==> src/hdl/ldc_pkg.sv <==
// constants and types for the load driver control block
// Behaviour
// ctrl reg three bits 3:0 select which high-side driver feeds current sense
// current sense blanked at least 32 us after a driver switches on
// with pwm enable set, output equals pwm input and on/off bit
// outs 1-5,7,9,glass use pwm_in_a; 6 uses pwm_in_b; 8 uses pwm_in_c
// host keeps pwm off phase at least 300 us
// half bridge opposite transistor waits cross-current delay after turn-off
// after delay, turning-off side goes fast off, opposite slews on
// per-driver recovery bit re-enables overcurrent-shut output after recovery time
// recovery duty cycle selectable about 12 or 25 percent
// recovery pulsing repeats at 1.7 kHz or 3 kHz
// clearing recovery bit during persistent overload latches output off
// glass target code is six bits at ctrl reg three bits 6:1
// glass loop enabled only while loop-enable bit 0 is set
// range limit bit clamps controller output to 1.2 V, same step
// fast discharge grounds glass node until within margin above target
// over and under target flags unlatched, valid after filter time
// follower supply overcurrent switches glass loop off
// in glass mode pwm gating of glass path output is ignored
// negative mode bit grounds node, regulates return pin to target
// host switches return pin low side on for positive control
// follower gate drive pulled to ground when glass mode inactive
// host reset low defaults control and config, keeps threshold select
// overcurrent turns output off, latches diag; recovery auto-clears it
// all outputs off in passive, uv, ov, thermal shutdown, stuck input
// pwm inputs synchronised before gating outputs
package ldc_pkg;
   localparam int          NUM_DRV        = 10;  // outs 1..9 plus glass path (index 9)
   localparam int          NUM_HB         = 5;
   localparam int          CLK_HZ         = 10_000_000;
   localparam int          BLANK_US       = 32;
   localparam int          BLANK_CYC      = (BLANK_US * CLK_HZ + 999_999) / 1_000_000;
   localparam int          XCUR_NS        = 2000;
   localparam int          XCUR_CYC       = (XCUR_NS * (CLK_HZ / 1_000_000) + 999) / 1000;
   localparam int          REC_FAST_HZ    = 3000;
   localparam int          REC_SLOW_HZ    = 1700;
   localparam int          REC_FAST_CYC   = CLK_HZ / REC_FAST_HZ;
   localparam int          REC_SLOW_CYC   = CLK_HZ / REC_SLOW_HZ;
   localparam int          FILT_US        = 64;
   localparam int          FILT_CYC       = FILT_US * (CLK_HZ / 1_000_000);
   localparam int          CNT_W          = 13;
   localparam int          SEL_LSB        = 0;
   localparam int          SEL_W          = 4;
   localparam int          EC_ON_BIT      = 0;
   localparam int          EC_CODE_LSB    = 1;
   localparam int          EC_CODE_W      = 6;
   localparam int          EC_NEG_BIT     = 7;
   localparam int          EC_LIM_BIT     = 5;
   localparam int          ST_OVER_BIT    = 4;
   localparam int          ST_UNDER_BIT   = 5;
   localparam logic [5:0]  EC_LIM_CODE    = 6'h33; // 1.2 V of 1.5 V full scale
   localparam logic [5:0]  EC_MARGIN      = 6'h02;
   localparam int          FOLLOWER_IDX   = 6;     // follower_supply_out supplies the follower
   localparam int          GLASS_IDX      = 9;
   localparam logic [9:0]  PWM_B_MASK     = 10'h020;
   localparam logic [9:0]  PWM_C_MASK     = 10'h080;
   localparam logic [7:0]  CTRL_RST       = 8'h00;
   typedef enum logic [1:0] {LDC_HB_OFF, LDC_HB_WAIT, LDC_HB_HS, LDC_HB_LS} ldc_hb_e;
endpackage : ldc_pkg

==> src/hdl/ldc_top.sv <==
// load driver control: gating, cross-current, recovery, sense select, glass loop control
`timescale 1ns/1ps
module ldc_top
   import ldc_pkg::*;
(
   input  wire logic                 i_sys_clk,           // 10 MHz clock
   input  wire logic                 i_sys_rst,           // sync reset, active high
   input  wire logic                 i_host_reset_out_n,  // host reset output level, low = reset
   input  wire logic [NUM_DRV-1:0]   i_drv_on,            // on/off bits per driver
   input  wire logic [NUM_DRV-1:0]   i_pwm_en,            // pwm enable per driver
   input  wire logic [NUM_DRV-1:0]   i_rec_en,            // overcurrent recovery bit per driver
   input  wire logic                 i_rec_duty_25,       // 1 = 25 % duty, 0 = 12 %
   input  wire logic                 i_rec_fast,          // 1 = 3 kHz, 0 = 1.7 kHz
   input  wire logic [NUM_HB-1:0]    i_hb_low_sel,        // half bridge: 1 = low side drives
   input  wire logic [NUM_DRV-1:0]   i_diag_clr,          // software clear of overcurrent diag
   input  wire logic [NUM_DRV-1:0]   i_overcurrent,       // overcurrent comparator per driver
   input  wire logic [7:0]           i_ctrl3_wr,          // write data, third control register
   input  wire logic                 i_ctrl3_we,          // write strobe
   input  wire logic [7:0]           i_ctrl4_wr,          // write data, fourth control register
   input  wire logic                 i_ctrl4_we,          // write strobe
   input  wire logic                 i_fast_dis_on,       // fast discharge switch command
   input  wire logic                 i_node_above,        // node above target comparator
   input  wire logic                 i_node_below,        // node below target comparator
   input  wire logic                 i_node_near,         // node within margin above target
   input  wire logic                 i_passive,           // passive mode
   input  wire logic                 i_supply_fault,      // under or over voltage
   input  wire logic                 i_thermal_sd,        // either shutdown level
   input  wire logic                 i_din_stuck,         // serial input stuck
   input  wire logic                 i_pwm_in_a,          // external pwm a
   input  wire logic                 i_pwm_in_b,          // external pwm b
   input  wire logic                 i_pwm_in_c,          // external pwm c
   output logic      [NUM_DRV-1:0]   o_drv_out,           // driver on commands (hs side for bridges)
   output logic      [NUM_HB-1:0]    o_hb_ls_out,         // half bridge low-side on
   output logic      [NUM_HB-1:0]    o_hb_fast_off,       // fast turn-off phase
   output logic      [NUM_DRV-1:0]   o_diag_oc,           // latched overcurrent diag
   output logic      [SEL_W-1:0]     o_sense_sel,         // current sense mux select
   output logic                      o_sense_blank,       // current sense blanked
   output logic      [7:0]           o_ctrl3,             // third control register readback
   output logic      [7:0]           o_ctrl4,             // fourth control register readback
   output logic      [EC_CODE_W-1:0] o_glass_dac,         // controller target, clamped
   output logic                      o_glass_loop_on,     // loop running
   output logic                      o_glass_fast_dis,    // node low-side switch on
   output logic                      o_glass_return_reg,  // return pin regulated (negative mode)
   output logic                      o_follower_gate_pd,  // gate drive resistive pull-down
   output logic      [7:0]           o_status4            // fourth status register
);
   logic [2:0]          pa_s1_reg, pa_s2_reg;
   logic [7:0]          ctrl3_reg, ctrl4_reg;
   logic [NUM_DRV-1:0]  diag_reg, on_reg, lock_reg, prev_cmd_reg;
   logic [CNT_W-1:0]    rec_cnt_reg, blank_cnt_reg, ov_cnt_reg, un_cnt_reg;
   logic                rec_phase, force_off, glass_mode, regs_rst;
   logic [NUM_DRV-1:0]  pwm_sel, cmd;
   logic [CNT_W-1:0]    rec_per, rec_on;

   assign regs_rst   = i_sys_rst | ~i_host_reset_out_n;
   assign force_off  = i_passive | i_supply_fault | i_thermal_sd | i_din_stuck;
   // glass mode drops at once on follower overcurrent, not waiting for the diag latch
   assign glass_mode = ctrl3_reg[EC_ON_BIT] & ~diag_reg[FOLLOWER_IDX]
                       & ~i_overcurrent[FOLLOWER_IDX] & ~force_off;

   // two flops per pwm input; only the second stage is used
   always_ff @(posedge i_sys_clk) begin
      if (i_sys_rst) begin
         pa_s1_reg <= 3'h0;
         pa_s2_reg <= 3'h0;
      end else begin
         pa_s1_reg <= {i_pwm_in_c, i_pwm_in_b, i_pwm_in_a};
         pa_s2_reg <= pa_s1_reg;
      end
   end

   // threshold select lives outside this block, so host reset cannot disturb it
   always_ff @(posedge i_sys_clk) begin
      if (regs_rst) begin
         ctrl3_reg <= CTRL_RST;
         ctrl4_reg <= CTRL_RST;
      end else begin
         if (i_ctrl3_we)
            ctrl3_reg <= i_ctrl3_wr;
         if (i_ctrl4_we)
            ctrl4_reg <= i_ctrl4_wr;
      end
   end

   // recovery timebase shared by all drivers
   assign rec_per = i_rec_fast ? CNT_W'(REC_FAST_CYC) : CNT_W'(REC_SLOW_CYC);
   assign rec_on  = i_rec_duty_25 ? (rec_per >> 2) : (rec_per >> 3);
   always_ff @(posedge i_sys_clk) begin
      if (i_sys_rst)
         rec_cnt_reg <= '0;
      else if (rec_cnt_reg >= rec_per - 1'b1)
         rec_cnt_reg <= '0;
      else
         rec_cnt_reg <= rec_cnt_reg + 1'b1;
   end
   assign rec_phase = (rec_cnt_reg < rec_on);

   genvar g;
   generate
      for (g = 0; g < NUM_DRV; g++) begin : g_drv
         logic pwm_g, gate_ok;
         assign pwm_g = PWM_B_MASK[g] ? pa_s2_reg[1] : (PWM_C_MASK[g] ? pa_s2_reg[2] : pa_s2_reg[0]);
         assign gate_ok = (g == GLASS_IDX && glass_mode) ? 1'b1 : pwm_g;
         assign pwm_sel[g] = (i_pwm_en[g] && !(g == GLASS_IDX && glass_mode)) ? gate_ok : 1'b1;
         // recovery pulses the output at the programmed duty; locked off otherwise
         assign cmd[g] = i_drv_on[g] & pwm_sel[g] & ~force_off & ~lock_reg[g]
                         & (~diag_reg[g] | (i_rec_en[g] & rec_phase));
      end
   endgenerate

   // overcurrent latch, recovery pulsing and lock after recovery is dropped
   always_ff @(posedge i_sys_clk) begin
      if (regs_rst) begin
         diag_reg <= '0;
         lock_reg <= '0;
      end else begin
         for (int k = 0; k < NUM_DRV; k++) begin
            if (i_overcurrent[k] && on_reg[k])
               diag_reg[k] <= 1'b1;
            else if (i_rec_en[k] && !i_overcurrent[k] && rec_phase && on_reg[k])
               diag_reg[k] <= 1'b0;
            else if (i_diag_clr[k])
               diag_reg[k] <= 1'b0;
            if (!i_rec_en[k] && diag_reg[k] && i_overcurrent[k])
               lock_reg[k] <= 1'b1;
            else if (i_diag_clr[k] && !i_overcurrent[k])
               lock_reg[k] <= 1'b0;
         end
      end
   end

   // half bridges: opposite side waits for the cross-current delay
   generate
      for (g = 0; g < NUM_HB; g++) begin : g_hb
         ldc_hb_e         st_reg;
         logic [CNT_W-1:0] xc_reg;
         always_ff @(posedge i_sys_clk) begin
            if (i_sys_rst) begin
               st_reg <= LDC_HB_OFF;
               xc_reg <= '0;
            end else begin
               case (st_reg)
                  LDC_HB_OFF: begin
                     if (cmd[g]) begin
                        st_reg <= i_hb_low_sel[g] ? LDC_HB_LS : LDC_HB_HS;
                     end
                  end
                  LDC_HB_HS: begin
                     if (!cmd[g] || i_hb_low_sel[g]) begin
                        st_reg <= LDC_HB_WAIT;
                        xc_reg <= CNT_W'(XCUR_CYC);
                     end
                  end
                  LDC_HB_LS: begin
                     if (!cmd[g] || !i_hb_low_sel[g]) begin
                        st_reg <= LDC_HB_WAIT;
                        xc_reg <= CNT_W'(XCUR_CYC);
                     end
                  end
                  LDC_HB_WAIT: begin
                     if (xc_reg > 1)
                        xc_reg <= xc_reg - 1'b1;
                     else
                        st_reg <= LDC_HB_OFF;
                  end
                  default: st_reg <= LDC_HB_OFF;
               endcase
            end
         end
         always_ff @(posedge i_sys_clk) begin
            if (i_sys_rst) begin
               on_reg[g]        <= 1'b0;
               o_hb_ls_out[g]   <= 1'b0;
               o_hb_fast_off[g] <= 1'b0;
            end else begin
               on_reg[g]        <= (st_reg == LDC_HB_HS) && cmd[g] && !i_hb_low_sel[g];
               o_hb_ls_out[g]   <= (st_reg == LDC_HB_LS) && cmd[g] && i_hb_low_sel[g];
               o_hb_fast_off[g] <= (st_reg == LDC_HB_WAIT) && (xc_reg <= 1);
            end
         end
      end
      for (g = NUM_HB; g < NUM_DRV; g++) begin : g_hs
         always_ff @(posedge i_sys_clk) begin
            if (i_sys_rst)
               on_reg[g] <= 1'b0;
            else
               on_reg[g] <= cmd[g];
         end
      end
   endgenerate

   // blank sense after any driver switch-on; a change of sense select does not restart it
   always_ff @(posedge i_sys_clk) begin
      if (i_sys_rst) begin
         prev_cmd_reg  <= '0;
         blank_cnt_reg <= '0;
      end else begin
         prev_cmd_reg <= on_reg;
         if (|(on_reg & ~prev_cmd_reg))
            blank_cnt_reg <= CNT_W'(BLANK_CYC);
         else if (blank_cnt_reg != '0)
            blank_cnt_reg <= blank_cnt_reg - 1'b1;
      end
   end

   // over/under flags need a stable comparator for the filter time
   always_ff @(posedge i_sys_clk) begin
      if (i_sys_rst || !glass_mode) begin
         ov_cnt_reg <= '0;
         un_cnt_reg <= '0;
      end else begin
         ov_cnt_reg <= !i_node_above ? '0 : (ov_cnt_reg < CNT_W'(FILT_CYC) ? ov_cnt_reg + 1'b1 : ov_cnt_reg);
         un_cnt_reg <= !i_node_below ? '0 : (un_cnt_reg < CNT_W'(FILT_CYC) ? un_cnt_reg + 1'b1 : un_cnt_reg);
      end
   end

   always_ff @(posedge i_sys_clk) begin
      if (i_sys_rst) begin
         o_drv_out          <= '0;
         o_diag_oc          <= '0;
         o_sense_sel        <= '0;
         o_sense_blank      <= 1'b1;
         o_ctrl3            <= '0;
         o_ctrl4            <= '0;
         o_glass_dac        <= '0;
         o_glass_loop_on    <= 1'b0;
         o_glass_fast_dis   <= 1'b0;
         o_glass_return_reg <= 1'b0;
         o_follower_gate_pd <= 1'b1;
         o_status4          <= '0;
      end else begin
         o_drv_out   <= on_reg;
         o_diag_oc   <= diag_reg;
         o_sense_sel <= ctrl3_reg[SEL_LSB +: SEL_W];
         o_sense_blank <= (blank_cnt_reg != '0) || (|(on_reg & ~prev_cmd_reg));
         o_ctrl3 <= ctrl3_reg;
         o_ctrl4 <= ctrl4_reg;
         if (ctrl4_reg[EC_LIM_BIT] && ctrl3_reg[EC_CODE_LSB +: EC_CODE_W] > EC_LIM_CODE)
            o_glass_dac <= EC_LIM_CODE;
         else
            o_glass_dac <= ctrl3_reg[EC_CODE_LSB +: EC_CODE_W];
         o_glass_loop_on    <= glass_mode;
         // fast discharge ends when node is within margin; negative mode holds node low
         o_glass_fast_dis   <= glass_mode && ((i_fast_dis_on && !i_node_near)
                                              || ctrl3_reg[EC_NEG_BIT]);
         o_glass_return_reg <= glass_mode && ctrl3_reg[EC_NEG_BIT];
         o_follower_gate_pd <= !glass_mode;
         o_status4 <= '0;
         o_status4[ST_OVER_BIT]  <= ov_cnt_reg >= CNT_W'(FILT_CYC);
         o_status4[ST_UNDER_BIT] <= un_cnt_reg >= CNT_W'(FILT_CYC);
      end
   end
endmodule : ldc_top

==> config.mk <==
export PLATFORM = sky130hd
export DESIGN_NAME = ldc_top
export DESIGN_NICKNAME = d
export VERILOG_FILES = /design/src/hdl/ldc_pkg.sv /design/src/hdl/ldc_top.sv
export SDC_FILE = /design/constraint.sdc
export NUM_CORES = 1
export LEC_CHECK = 0
export BUFFER_PORTS_ARGS = -buffer_cell sky130_fd_sc_hd__buf_2
export CELL_PAD_IN_SITES_DETAIL_PLACEMENT = 1
export CELL_PAD_IN_SITES_GLOBAL_PLACEMENT = 2
export CORE_ASPECT_RATIO = 0.75
export CORE_MARGIN = 2
export CORE_UTILIZATION = 37
export CTS_CLUSTER_SIZE = 25
export DETAILED_ROUTE_END_ITERATION = 8
export HOLD_SLACK_MARGIN = 0.03
export PLACE_DENSITY_LB_ADDON = 0.1
export SKIP_CTS_REPAIR_TIMING = 1
export SYNTH_ARGS = -nofsm -noshare
export SYNTH_HDL_FRONTEND = slang
export SYNTH_SLANG_ARGS = --single-unit
export TNS_END_PERCENT = 100
==> constraint.sdc <==
create_clock -name i_sys_clk -period 4.05 [get_ports i_sys_clk]
set_clock_uncertainty 0.05 [all_clocks]
set_input_delay 0.6075 -clock i_sys_clk [delete_from_list [all_inputs] [get_ports i_sys_clk]]
set_output_delay 0.6075 -clock i_sys_clk [all_outputs]
set_load 0.01 [all_outputs]
==> Yosys cells after proc, flatten, opt, wreduce, memory -nomap -nowiden <==
Index checks and enable logic that the tools add are counted.
{ "totals": {"ff_bits": 248, "input_bits": 89, "out_inout_bits": 69, "wordCells": 543} }
{ "classes": {"add_sub_neg": 10, "order_cmp": 17, "n_eq_ne": 40, "mux": 116, "bitwise_logic": 94, "n_reduce_logical": 193} }
{ "ops": {"columns": ["operator", "count"], "rows": [
  ["two-way mux 13 bit", 16],
  ["one-hot mux 13 bit (3 select lines)", 5],
  ["logical AND 1 bit", 100],
  ["subtractor 13 x 1 -> 13 bit, second input constant", 7],
  ["two-way mux 1 bit", 66],
  ["greater-than comparator 13 x 1 -> 1 bit, second input constant", 5],
  ["less-or-equal comparator 13 x 1 -> 1 bit, second input constant", 5],
  ["AND 1 bit", 53],
  ["inequality test 2 bit, second input constant", 25],
  ["nonzero test 3 bit", 15],
  ["two-way mux 2 bit", 20],
  ["one-hot mux 2 bit (4 select lines)", 5],
  ["AND reduction 4 bit", 10],
  ["adder 13 x 1 -> 13 bit, second input constant", 3],
  ["logical NOT 1 bit", 32],
  ["greater-or-equal comparator 13 x 10 -> 1 bit, second input constant", 2],
  ["< comparator 13 x 10 -> 1 bit, second input constant", 2],
  ["NOT 1 bit", 25],
  ["nonzero test 2 bit", 11],
  ["== test 2 bit, second input constant", 10],
  ["two-way mux 9 bit", 2],
  ["bitwise OR 1 bit", 14],
  ["greater-or-equal comparator 13 bit", 1],
  ["logical OR 1 bit", 13],
  ["other kinds (12)", 23]
]} }

==> Logic depth before layout (Yosys ltp) <==
Gate-level depths: netlist of run 1.
{ "logic_depth": {"depth_word": 12, "ltp_mapped": 11, "mapped_depth_nobuf": 10} }

==> Least setup slack after synthesis of run 1 <==
Ideal clock, no wire load.
{ "synth_path": {"kind": "input to register", "startpoint": "input port i_rec_fast", "endpoint": "register diag_reg[0]", "setup_time_ns": 0.117, "arrival_ns": 2.770, "required_ns": 3.883, "slack_ns": 1.113, "cell_stages": 10, "path_buffers": 1, "path_cell_list": "inv_1 -> ha_1 -> inv_1 -> ha_1 -> a2111oi_0 -> o21ai_0 -> nor2_1 -> clkbuf_1 -> nand3_1 -> a32o_1"} }
{ "synth_between": {"elab_chain_len": 7, "word_cells_on_any_way": 8, "cone_classes": "1 x order compare; 4 x mux; 3 x reduce/logical"} }
{ "synth_lines": {"columns": ["element", "line_no", "text"], "rows": [
  ["start, declared", "ldc_top.sv:13", "input wire logic i_rec_fast,"],
  ["two-way mux 13 bit *", "ldc_top.sv:86", "assign rec_per = i_rec_fast ? CNT_W'(REC_FAST_CYC) : CNT_W'(REC_SLOW_CYC);"],
  ["two-way mux 11 bit *", "ldc_top.sv:87", "assign rec_on = i_rec_duty_25 ? (rec_per >> 2) : (rec_per >> 3);"],
  ["< comparator 13 x 11 -> 1 bit *", "ldc_top.sv:96", "assign rec_phase = (rec_cnt_reg < rec_on);"],
  ["logical AND 1 bit * (2 in a row)", "ldc_top.sv:120", "else if (i_rec_en[k] && !i_overcurrent[k] && rec_phase && on_reg[k])"],
  ["two-way mux 1 bit", "ldc_top.sv:120", null],
  ["two-way mux 1 bit", "ldc_top.sv:118", "if (i_overcurrent[k] && on_reg[k])"],
  ["end signal, assigned by index", "ldc_top.sv:119", "diag_reg[k] <= 1'b1;"],
  ["end signal, assigned by index", "ldc_top.sv:121", "diag_reg[k] <= 1'b0;"],
  ["end signal, assigned by index", "ldc_top.sv:123", "diag_reg[k] <= 1'b0;"],
  ["end, declared", "ldc_top.sv:49", "logic [NUM_DRV-1:0] diag_reg, on_reg, lock_reg, prev_cmd_reg;"]
]} }
Mark *: on every way between the ends. The rest lies on a longest branch, timed or not.
A chain may end at the register's enable or synchronous reset.

==> Final worst setup path of run 1 <==
{ "layout_path": {"startpoint": "input port i_rec_fast", "endpoint": "register g_hb[1].xc_reg[12]"} }
{ "layout_between": {"elab_chain_len": 10, "word_cells_on_any_way": 12, "cone_classes": "1 x order compare; 2 x eq/ne; 2 x mux; 3 x bitwise; 4 x reduce/logical"} }
{ "layout_lines": {"columns": ["element", "line_no", "text"], "rows": [
  ["two-way mux 13 bit *", "ldc_top.sv:86", null],
  ["two-way mux 11 bit *", "ldc_top.sv:87", null],
  ["< comparator 13 x 11 -> 1 bit *", "ldc_top.sv:96", null],
  ["AND 1 bit *", "ldc_top.sv:107", "& (~diag_reg[g] | (i_rec_en[g] & rec_phase));"],
  ["bitwise OR 1 bit *", "ldc_top.sv:107", null],
  ["AND 1 bit *", "ldc_top.sv:107", null],
  ["logical NOT 1 bit *", "ldc_top.sv:149, ldc_top.sv:155", null],
  ["logical OR 1 bit (on tied branches)", "ldc_top.sv:155, ldc_top.sv:149", null],
  ["inequality test 2 bit (no line)", null, null],
  ["AND reduction 4 bit (no line) *", null, null],
  ["end signal, assigned", "ldc_top.sv:151", "xc_reg <= CNT_W'(XCUR_CYC);"],
  ["end signal, assigned", "ldc_top.sv:157", "xc_reg <= CNT_W'(XCUR_CYC);"],
  ["end signal, assigned", "ldc_top.sv:162", "xc_reg <= xc_reg - 1'b1;"],
  ["end, declared", "ldc_top.sv:136", "logic [CNT_W-1:0] xc_reg;"]
]} }
Marked as above.

==> results by group, run 1 <==
Synthesis
  • Commonest cells in the netlist: 238 x dfxtp_1, 165 x nor2_1, 90 x a21oi_1, 90 x nand2_1, 65 x inv_1
  • Yosys cell types: 80
  • Post-Syn Instances: 1265
  • Mean Syn Cell Area: 8.659 um^2
  • Top_reg_cell synth: dfxtp_1
  • Register area share after synthesis: 0.4350
  • Yosys Warn Count: 0
  • Async SR Flop Fraction: 0
  • Post-synth EDFFs: 0
  • Synthesis-stage register bit count: 238
  • Area share of the largest cell type after synthesis: 0.4350
  • Post-synth top area cell: dfxtp_1
  • Cell with the most instances after synthesis: dfxtp_1
  • Dominant cells by area after synthesis: dfxtp_1 44%, nor2_1 5.7%, ha_1 4.2%
  • Cell area after synthesis: 0.01095 mm^2

Placed design
  • Port-buffer cells: 151
  • DP HPWL: 23160 um
  • Post-Place Cells: 1778
  • Gpl congestion: 0.7754
  • Dpl ws: 0.2582 ns

Route
  • Number of DRC markers in iteration 0: 324
  • Vias: 9741
  • Avg Vias per Cell: 5.326
  • Avg WL per Cell: 17.62 um
  • # DRC: 0
  • Total length of routed wires: 32230 um
  • Antenna Violating Nets Remaining: 0
  • DRT Pass-1 Iters: 4

Power
  • Clock power frac: 0.473
  • Sw Share: 0.2455
  • Comb pwr share: 0.088
  • P_sw: 0.001370 W
  • Final Total Pwr: 0.005579 W
  • Max IR drop VDD: 0.3115 mV
  • Int Power: 0.004209 W
  • P per Cell Area: 426.9 mW/mm^2
  • Sequential power share: 0.439
  • Leak pwr: 5.304 nW

STA
  • Tightest Pin Transition: 0.9711 ns
  • RSZ-0062 raised after global routing: false
  • Fmax: 319.8 MHz
  • Pins over their slew limit: 0
  • Tmin final: 3.127 ns
  • Final setup viols: 0
  • Slew margin rel.: 0.3468
  • Fin Setup TNS: 0 ns
  • Final hold vios: 0
  • Final worst slack: 0.9229 ns
  • Fin crit share: 0.7721

Finish
  • Max reg flops: 65
  • Final #Nets: 1540
  • Core Util, Final: 0.4487
  • Fillers: 3430
  • Area Growth Syn to Fin: 19.31%
  • Cell Count, Final, Fillers Out: 1829
  • Layout cells sized above 1: 0.1736

Critical path
  • Crit start category: primary input
  • CP Data Arrival Time: 3.54 ns
  • Worst Path Required: 4.46 ns
  • Setup CP Type: primary input to flop
  • Crit-path max FO: 11
  • CP endpoint kind: flop

Floorplan
  • IO Pins: 158
  • Die W: 202.7 um
  • Die ar.: 0.03101 mm^2
  • Num rows: 54
  • Starting Density: 0.3761
  • Core ar.: 0.02912 mm^2
  • Die H: 153.0 um

Global routing
  • Initial antenna violation count: 3
  • Total track usage: 0.2089
  • Grt total ovfl: 0
  • Vias in the first global route: 9947
  • First-pass GRT wire length: 52770 um
  • Largest net degree at the start of global routing: 69

Clock network
  • CTS tree: done
  • Clock Latency Late Sink: 0.56 ns
  • Longest Clk Path Bufs: 3
  • H-tree depth: 1
  • CTS Sinks: 238
  • Clock slew at reported path FFs: 0.06 ns
  • CTS root buf: clkbuf_16
  • Num CTS Buffers: 26

Outcome
  • Status: finished, final reports clean

Worst hold path
  • Hold Path Class: primary input to flop

Run
  • # Max-Cap Violations: 0
## final cells by class
type | instances | area, um^2 | area share
Timing Repair Buffer | 169 | 893.4 | 0.06836
Antenna cell | 3 | 7.507 | 0.0005745
Sequential cell | 238 | 4765 | 0.3646
Clock buffer | 30 | 685.7 | 0.05247
Inverter | 66 | 247.7 | 0.01896
Clock inverter | 18 | 265.3 | 0.02030
Multi-Input combinational cell | 913 | 5713 | 0.4372
Tap cell | 392 | 490.5 | 0.03753
## worst max-delay path: stages
cell       delay (ns)
buf_2            0.23
inv_1            0.18
ha_1             0.40
ha_1             0.21
a2111oi_0        0.51
o21a_1           0.48
a41o_1           0.54
nor2_1           0.14
a211oi_1         0.23
## layout by cell type, fill, tap and decap left out, types with 8 or more instances in the layout
master and n:
nand2b_1 15, and2_1 11, o21a_1 12, nor4_1 18, ha_1 37, a211oi_1 22
and3_1 18, dfxtp_1 238, xor2_1 16, xnor2_1 25, nand3b_1 10, o211ai_1 11
nor3b_1 9, buf_4 19, or3_1 14, buf_2 150, nor3_1 46, inv_1 65
o21ai_0 40, a311oi_1 13, nand4b_1 10, nor2b_1 42, nand4_1 14, a21oi_1 90
nand3_1 27, a31oi_1 22, mux2i_1 19, clkbuf_16 26, a21o_1 8, nor2_1 165
nand2_1 90
## logic make-up after synthesis
family,Yosys count,share of synthesized area
simple gates,510,0.2383
compound gates,297,0.1857
flops,238,0.4350
buf+inv,119,0.04512
xor+xnor,41,0.03278
fa+ha+maj,37,0.04227
mux,22,0.02045
other cells,1,0.0003424
## metal layers
layer | share of wire | GRT usage | vias up
li1 | - | - | 4818
met4 | 0.021 | 0.05700 | 0
met3 | 0.036 | 0.03412 | 42
met5 | 0 | 0 | -
met1 | 0.49 | 0.2858 | 4737
met2 | 0.45 | 0.3412 | 144
## power by group through the flow
stage,registers (W),clock network (W),logic (W)
after floorplan,0.00249,0,0.000339
after global placement,0.00250,0,0.000482
after detailed placement,0.00250,0,0.000488
after CTS,0.00245,0.00271,0.000494
after global routing,0.00246,0.00283,0.000558
final,0.00245,0.00264,0.000489
## final timing paths
kind | slack, ns | from | endpoint | cells past startpoint
worst max-delay path | 0.92 | i_rec_fast | g_hb[1].xc_reg[12] | 9
worst min-delay path | 0.21 | i_pwm_in_b | pa_s1_reg[1] | 2
worst min register to register | 0.38 | ov_cnt_reg[10] | ov_cnt_reg[10] | 2
worst max register to register | 1.21 | rec_cnt_reg[2] | g_hb[2].xc_reg[1] | 8
## per-stage QoR
stage               instance area, um^2  hold slack (ns)
finish                            13070           0.2119
global route                      13070           0.2207
CTS                               13060           0.1925
detailed placement                12110           0.3755
global placement                  12110           0.3699
floorplan                         10970           0.3580
Power figures use the tool's default switching activity.
==> run 2: changes to the inputs <==
CORE_UTILIZATION = 31   (was 37)
clock period = 2.5 ns   (was 4.05 ns; I/O delays follow)
==> run 2 against run 1 <==
  * The run now ends with hold timing left
  * Clock-buffer cell count grew 14
  * Sequential share of layout area shrank 3.0 points
  * Flip-flop and latch count unchanged
  * Hold slack worse by 0.22 ns
  * Die area up 19%
  * First-iteration DRC count increased by 52%
  * Non-clock buffer count grew 118
  * Final area grew 8.9%
  * Clock power up 52%
  * Utilization shrank 3.9 points
  * Register-to-register slack got worse by 1.1 ns
  * Global-route usage fell by 2.5 points
  * Largest cell class unchanged
  * Largest power group unchanged
==> results by group, run 2 (synthesis results as in run 1) <==
Global routing
  • Grt total ovfl: 0 (unchanged)
  • Initial antenna violation count: 2 (was 3)
  • Vias in the first global route: 10240 (was 9947)
  • First-pass GRT wire length: 55610 um (was 52770 um)
  • Largest net degree at the start of global routing: 38 (was 69)
  • Total track usage: 0.1839 (was 0.2089)

STA
  • Slew margin rel.: 0.6076 (was 0.3468)
  • WHS: -0.007733 ns (was 0.2119 ns)
  • Final setup viols: 0 (unchanged)
  • Tmin final: 2.386 ns
  • Pins over their slew limit: 0 (unchanged)
  • Fin crit share: 0.9544
  • Final hold vios: 2 (was 0)
  • Tightest Pin Transition: 0.5872 ns (was 0.9711 ns)
  • Fmax: 419.1 MHz

Floorplan
  • Starting Density: 0.3150 (was 0.3761)
  • Die W: 221.0 um (was 202.7 um)
  • IO Pins: 158 (unchanged)
  • Die ar.: 0.03687 mm^2 (was 0.03101 mm^2)
  • Core ar.: 0.03477 mm^2 (was 0.02912 mm^2)
  • Die H: 166.8 um (was 153.0 um)
  • Num rows: 59 (was 54)

Critical path
  • CP Data Arrival Time: 2.78 ns (was 3.54 ns)
  • Setup CP Type: flop to flop (was primary input to flop)
  • Reg-to-reg setup timing slack: 0.11 ns (was 1.21 ns)
  • Worst Path Required: 2.90 ns (was 4.46 ns)
  • Crit-path max FO: 6 (was 11)
  • Crit start category: flop (was primary input)
  • CP endpoint kind: flop (unchanged)

Route
  • Antenna Violating Nets Remaining: 0 (unchanged)
  • Avg Vias per Cell: 4.987 (was 5.326)
  • Total length of routed wires: 34490 um (was 32230 um)
  • # DRC: 0 (unchanged)
  • Vias: 10030 (was 9741)
  • Avg WL per Cell: 17.14 um (was 17.62 um)
  • Number of DRC markers in iteration 0: 491 (was 324)
  • DRT Pass-1 Iters: 4 (unchanged)

Finish
  • Fillers: 4098 (was 3430)
  • Final #Nets: 1660 (was 1540)
  • Cell Count, Final, Fillers Out: 2012 (was 1829)
  • Layout cells sized above 1: 0.2209 (was 0.1736)
  • Max reg flops: 65 (unchanged)
  • Most frequent cells in the layout: 236 x dfxtp_1, 164 x nor2_1, 150 x buf_2 (was 238 x dfxtp_1, 165 x nor2_1, 150 x buf_2)
  • Area Growth Syn to Fin: 29.93% (was 19.31%)
  • Finished Cell Area: 0.01423 mm^2 (was 0.01307 mm^2)
  • Commonest non-fill, non-tap cell in the layout: dfxtp_1 (unchanged)

Clock network
  • Clock Latency Late Sink: 0.58 ns (was 0.56 ns)
  • CTS tree: done (unchanged)
  • CTS Sinks: 238 (unchanged)
  • H-tree depth: 1 (unchanged)
  • Num CTS Buffers: 28 (was 26)
  • Clock slew at reported path FFs: 0.06 ns (about the same)
  • CTS root buf: clkbuf_16 (unchanged)
  • Longest Clk Path Bufs: 3 (unchanged)

Placed design
  • Post-Place Cells: 1929 (was 1778)
  • Gpl congestion: 0.8179 (was 0.7754)
  • DP HPWL: 25170 um (was 23160 um)
  • Port-buffer cells: 151 (unchanged)
  • Dpl cell area: 0.01296 mm^2 (was 0.01211 mm^2)

Worst hold path
  • Hold Path Class: primary input to flop (unchanged)

Run
  • # Max-Cap Violations: 0 (unchanged)

Power
  • P per Cell Area: 624.3 mW/mm^2 (was 426.9 mW/mm^2)
  • Leak pwr: 5.891 nW (was 5.304 nW)
  • Max IR drop VDD: 0.4755 mV (was 0.3115 mV)

Outcome
  • Status: finished with violations (was finished, final reports clean)
  • Failing checks: hold timing
## run 2: cell types whose count changed in the layout (fill, tap and decap cells not counted), moves of 2 or more
cell,delta
dfxtp_2,+2
clkbuf_16,+2
dfxtp_1,-2
dlygate4sd3_1,+32
clkbuf_1,+5
buf_4,+80
bufinv_16,-6
buf_12,+5
clkinv_2,-2
a2111oi_0,-4
clkbuf_8,+7
clkinvlp_4,-4
a2111oi_2,+2
## run 2: metal layers
| metal | share of wire | GRT usage |
|---|---|---|
| met1 | 0.50 | 0.2519 |
| met2 | 0.45 | 0.3007 |
| met3 | 0.035 | 0.03440 |
| met4 | 0.021 | 0.03998 |
| met5 | 0.00038 | 0 |
## run 2: power breakdown
group	internal (W)	total, W	switching, W
logic	0.000427	0.000924	0.000497
registers	0.00389	0.00396	0.0000698
clock network	0.00232	0.00400	0.00168
total	0.00664	0.00888	0.00224
## run 2: layout make-up
class | count | area [um^2] | share of cell area
Multi-Input combinational cell | 913 | 5813 | 0.4085
Sequential cell | 238 | 4767 | 0.3350
Timing Repair Buffer | 287 | 1926 | 0.1353
Clock buffer | 44 | 850.8 | 0.05979
Tap cell | 457 | 571.8 | 0.04018
Inverter | 66 | 247.7 | 0.01741
Clock inverter | 5 | 50.05 | 0.003517
Antenna cell | 2 | 5.005 | 0.0003517
## run 2: worst paths after layout
check,from,to,cells past startpoint
min,i_ctrl3_wr[5],ctrl3_reg[5],3
max reg2reg,rec_cnt_reg[4],g_hb[4].xc_reg[1],7
max,rec_cnt_reg[4],g_hb[4].xc_reg[1],7
min reg2reg,ov_cnt_reg[11],ov_cnt_reg[11],2
## run 2: through the flow
stage | power [W] | setup slack, ns | TNS, ns | util | hold slack [ns]
6_report | 0.008884 | 0.1139 | 0 | 0.4093 | -0.007733
2_1_floorplan | 0.004589 | -0.04268 | -0.1569 | - | 0.3580
3_3_place_gp | 0.004912 | -0.3035 | -17.59 | 0.3727 | 0.3686
4_1_cts | 0.009010 | 0.01432 | 0 | 0.3986 | -0.06034
5_1_grt | 0.009341 | -0.009282 | -0.009282 | 0.4092 | 0.03280
3_5_place_dp | 0.004925 | -0.4033 | -24.17 | 0.3727 | 0.3732
## run 2: critical path: stages, from the launching register on
cell and delay [ns]:
dfxtp_1 0.35, ha_1 0.31, nand2_1 0.07, a221o_1 0.33, a211o_4 0.42, a31oi_4 0.20
o21a_1 0.21, mux2_2 0.34
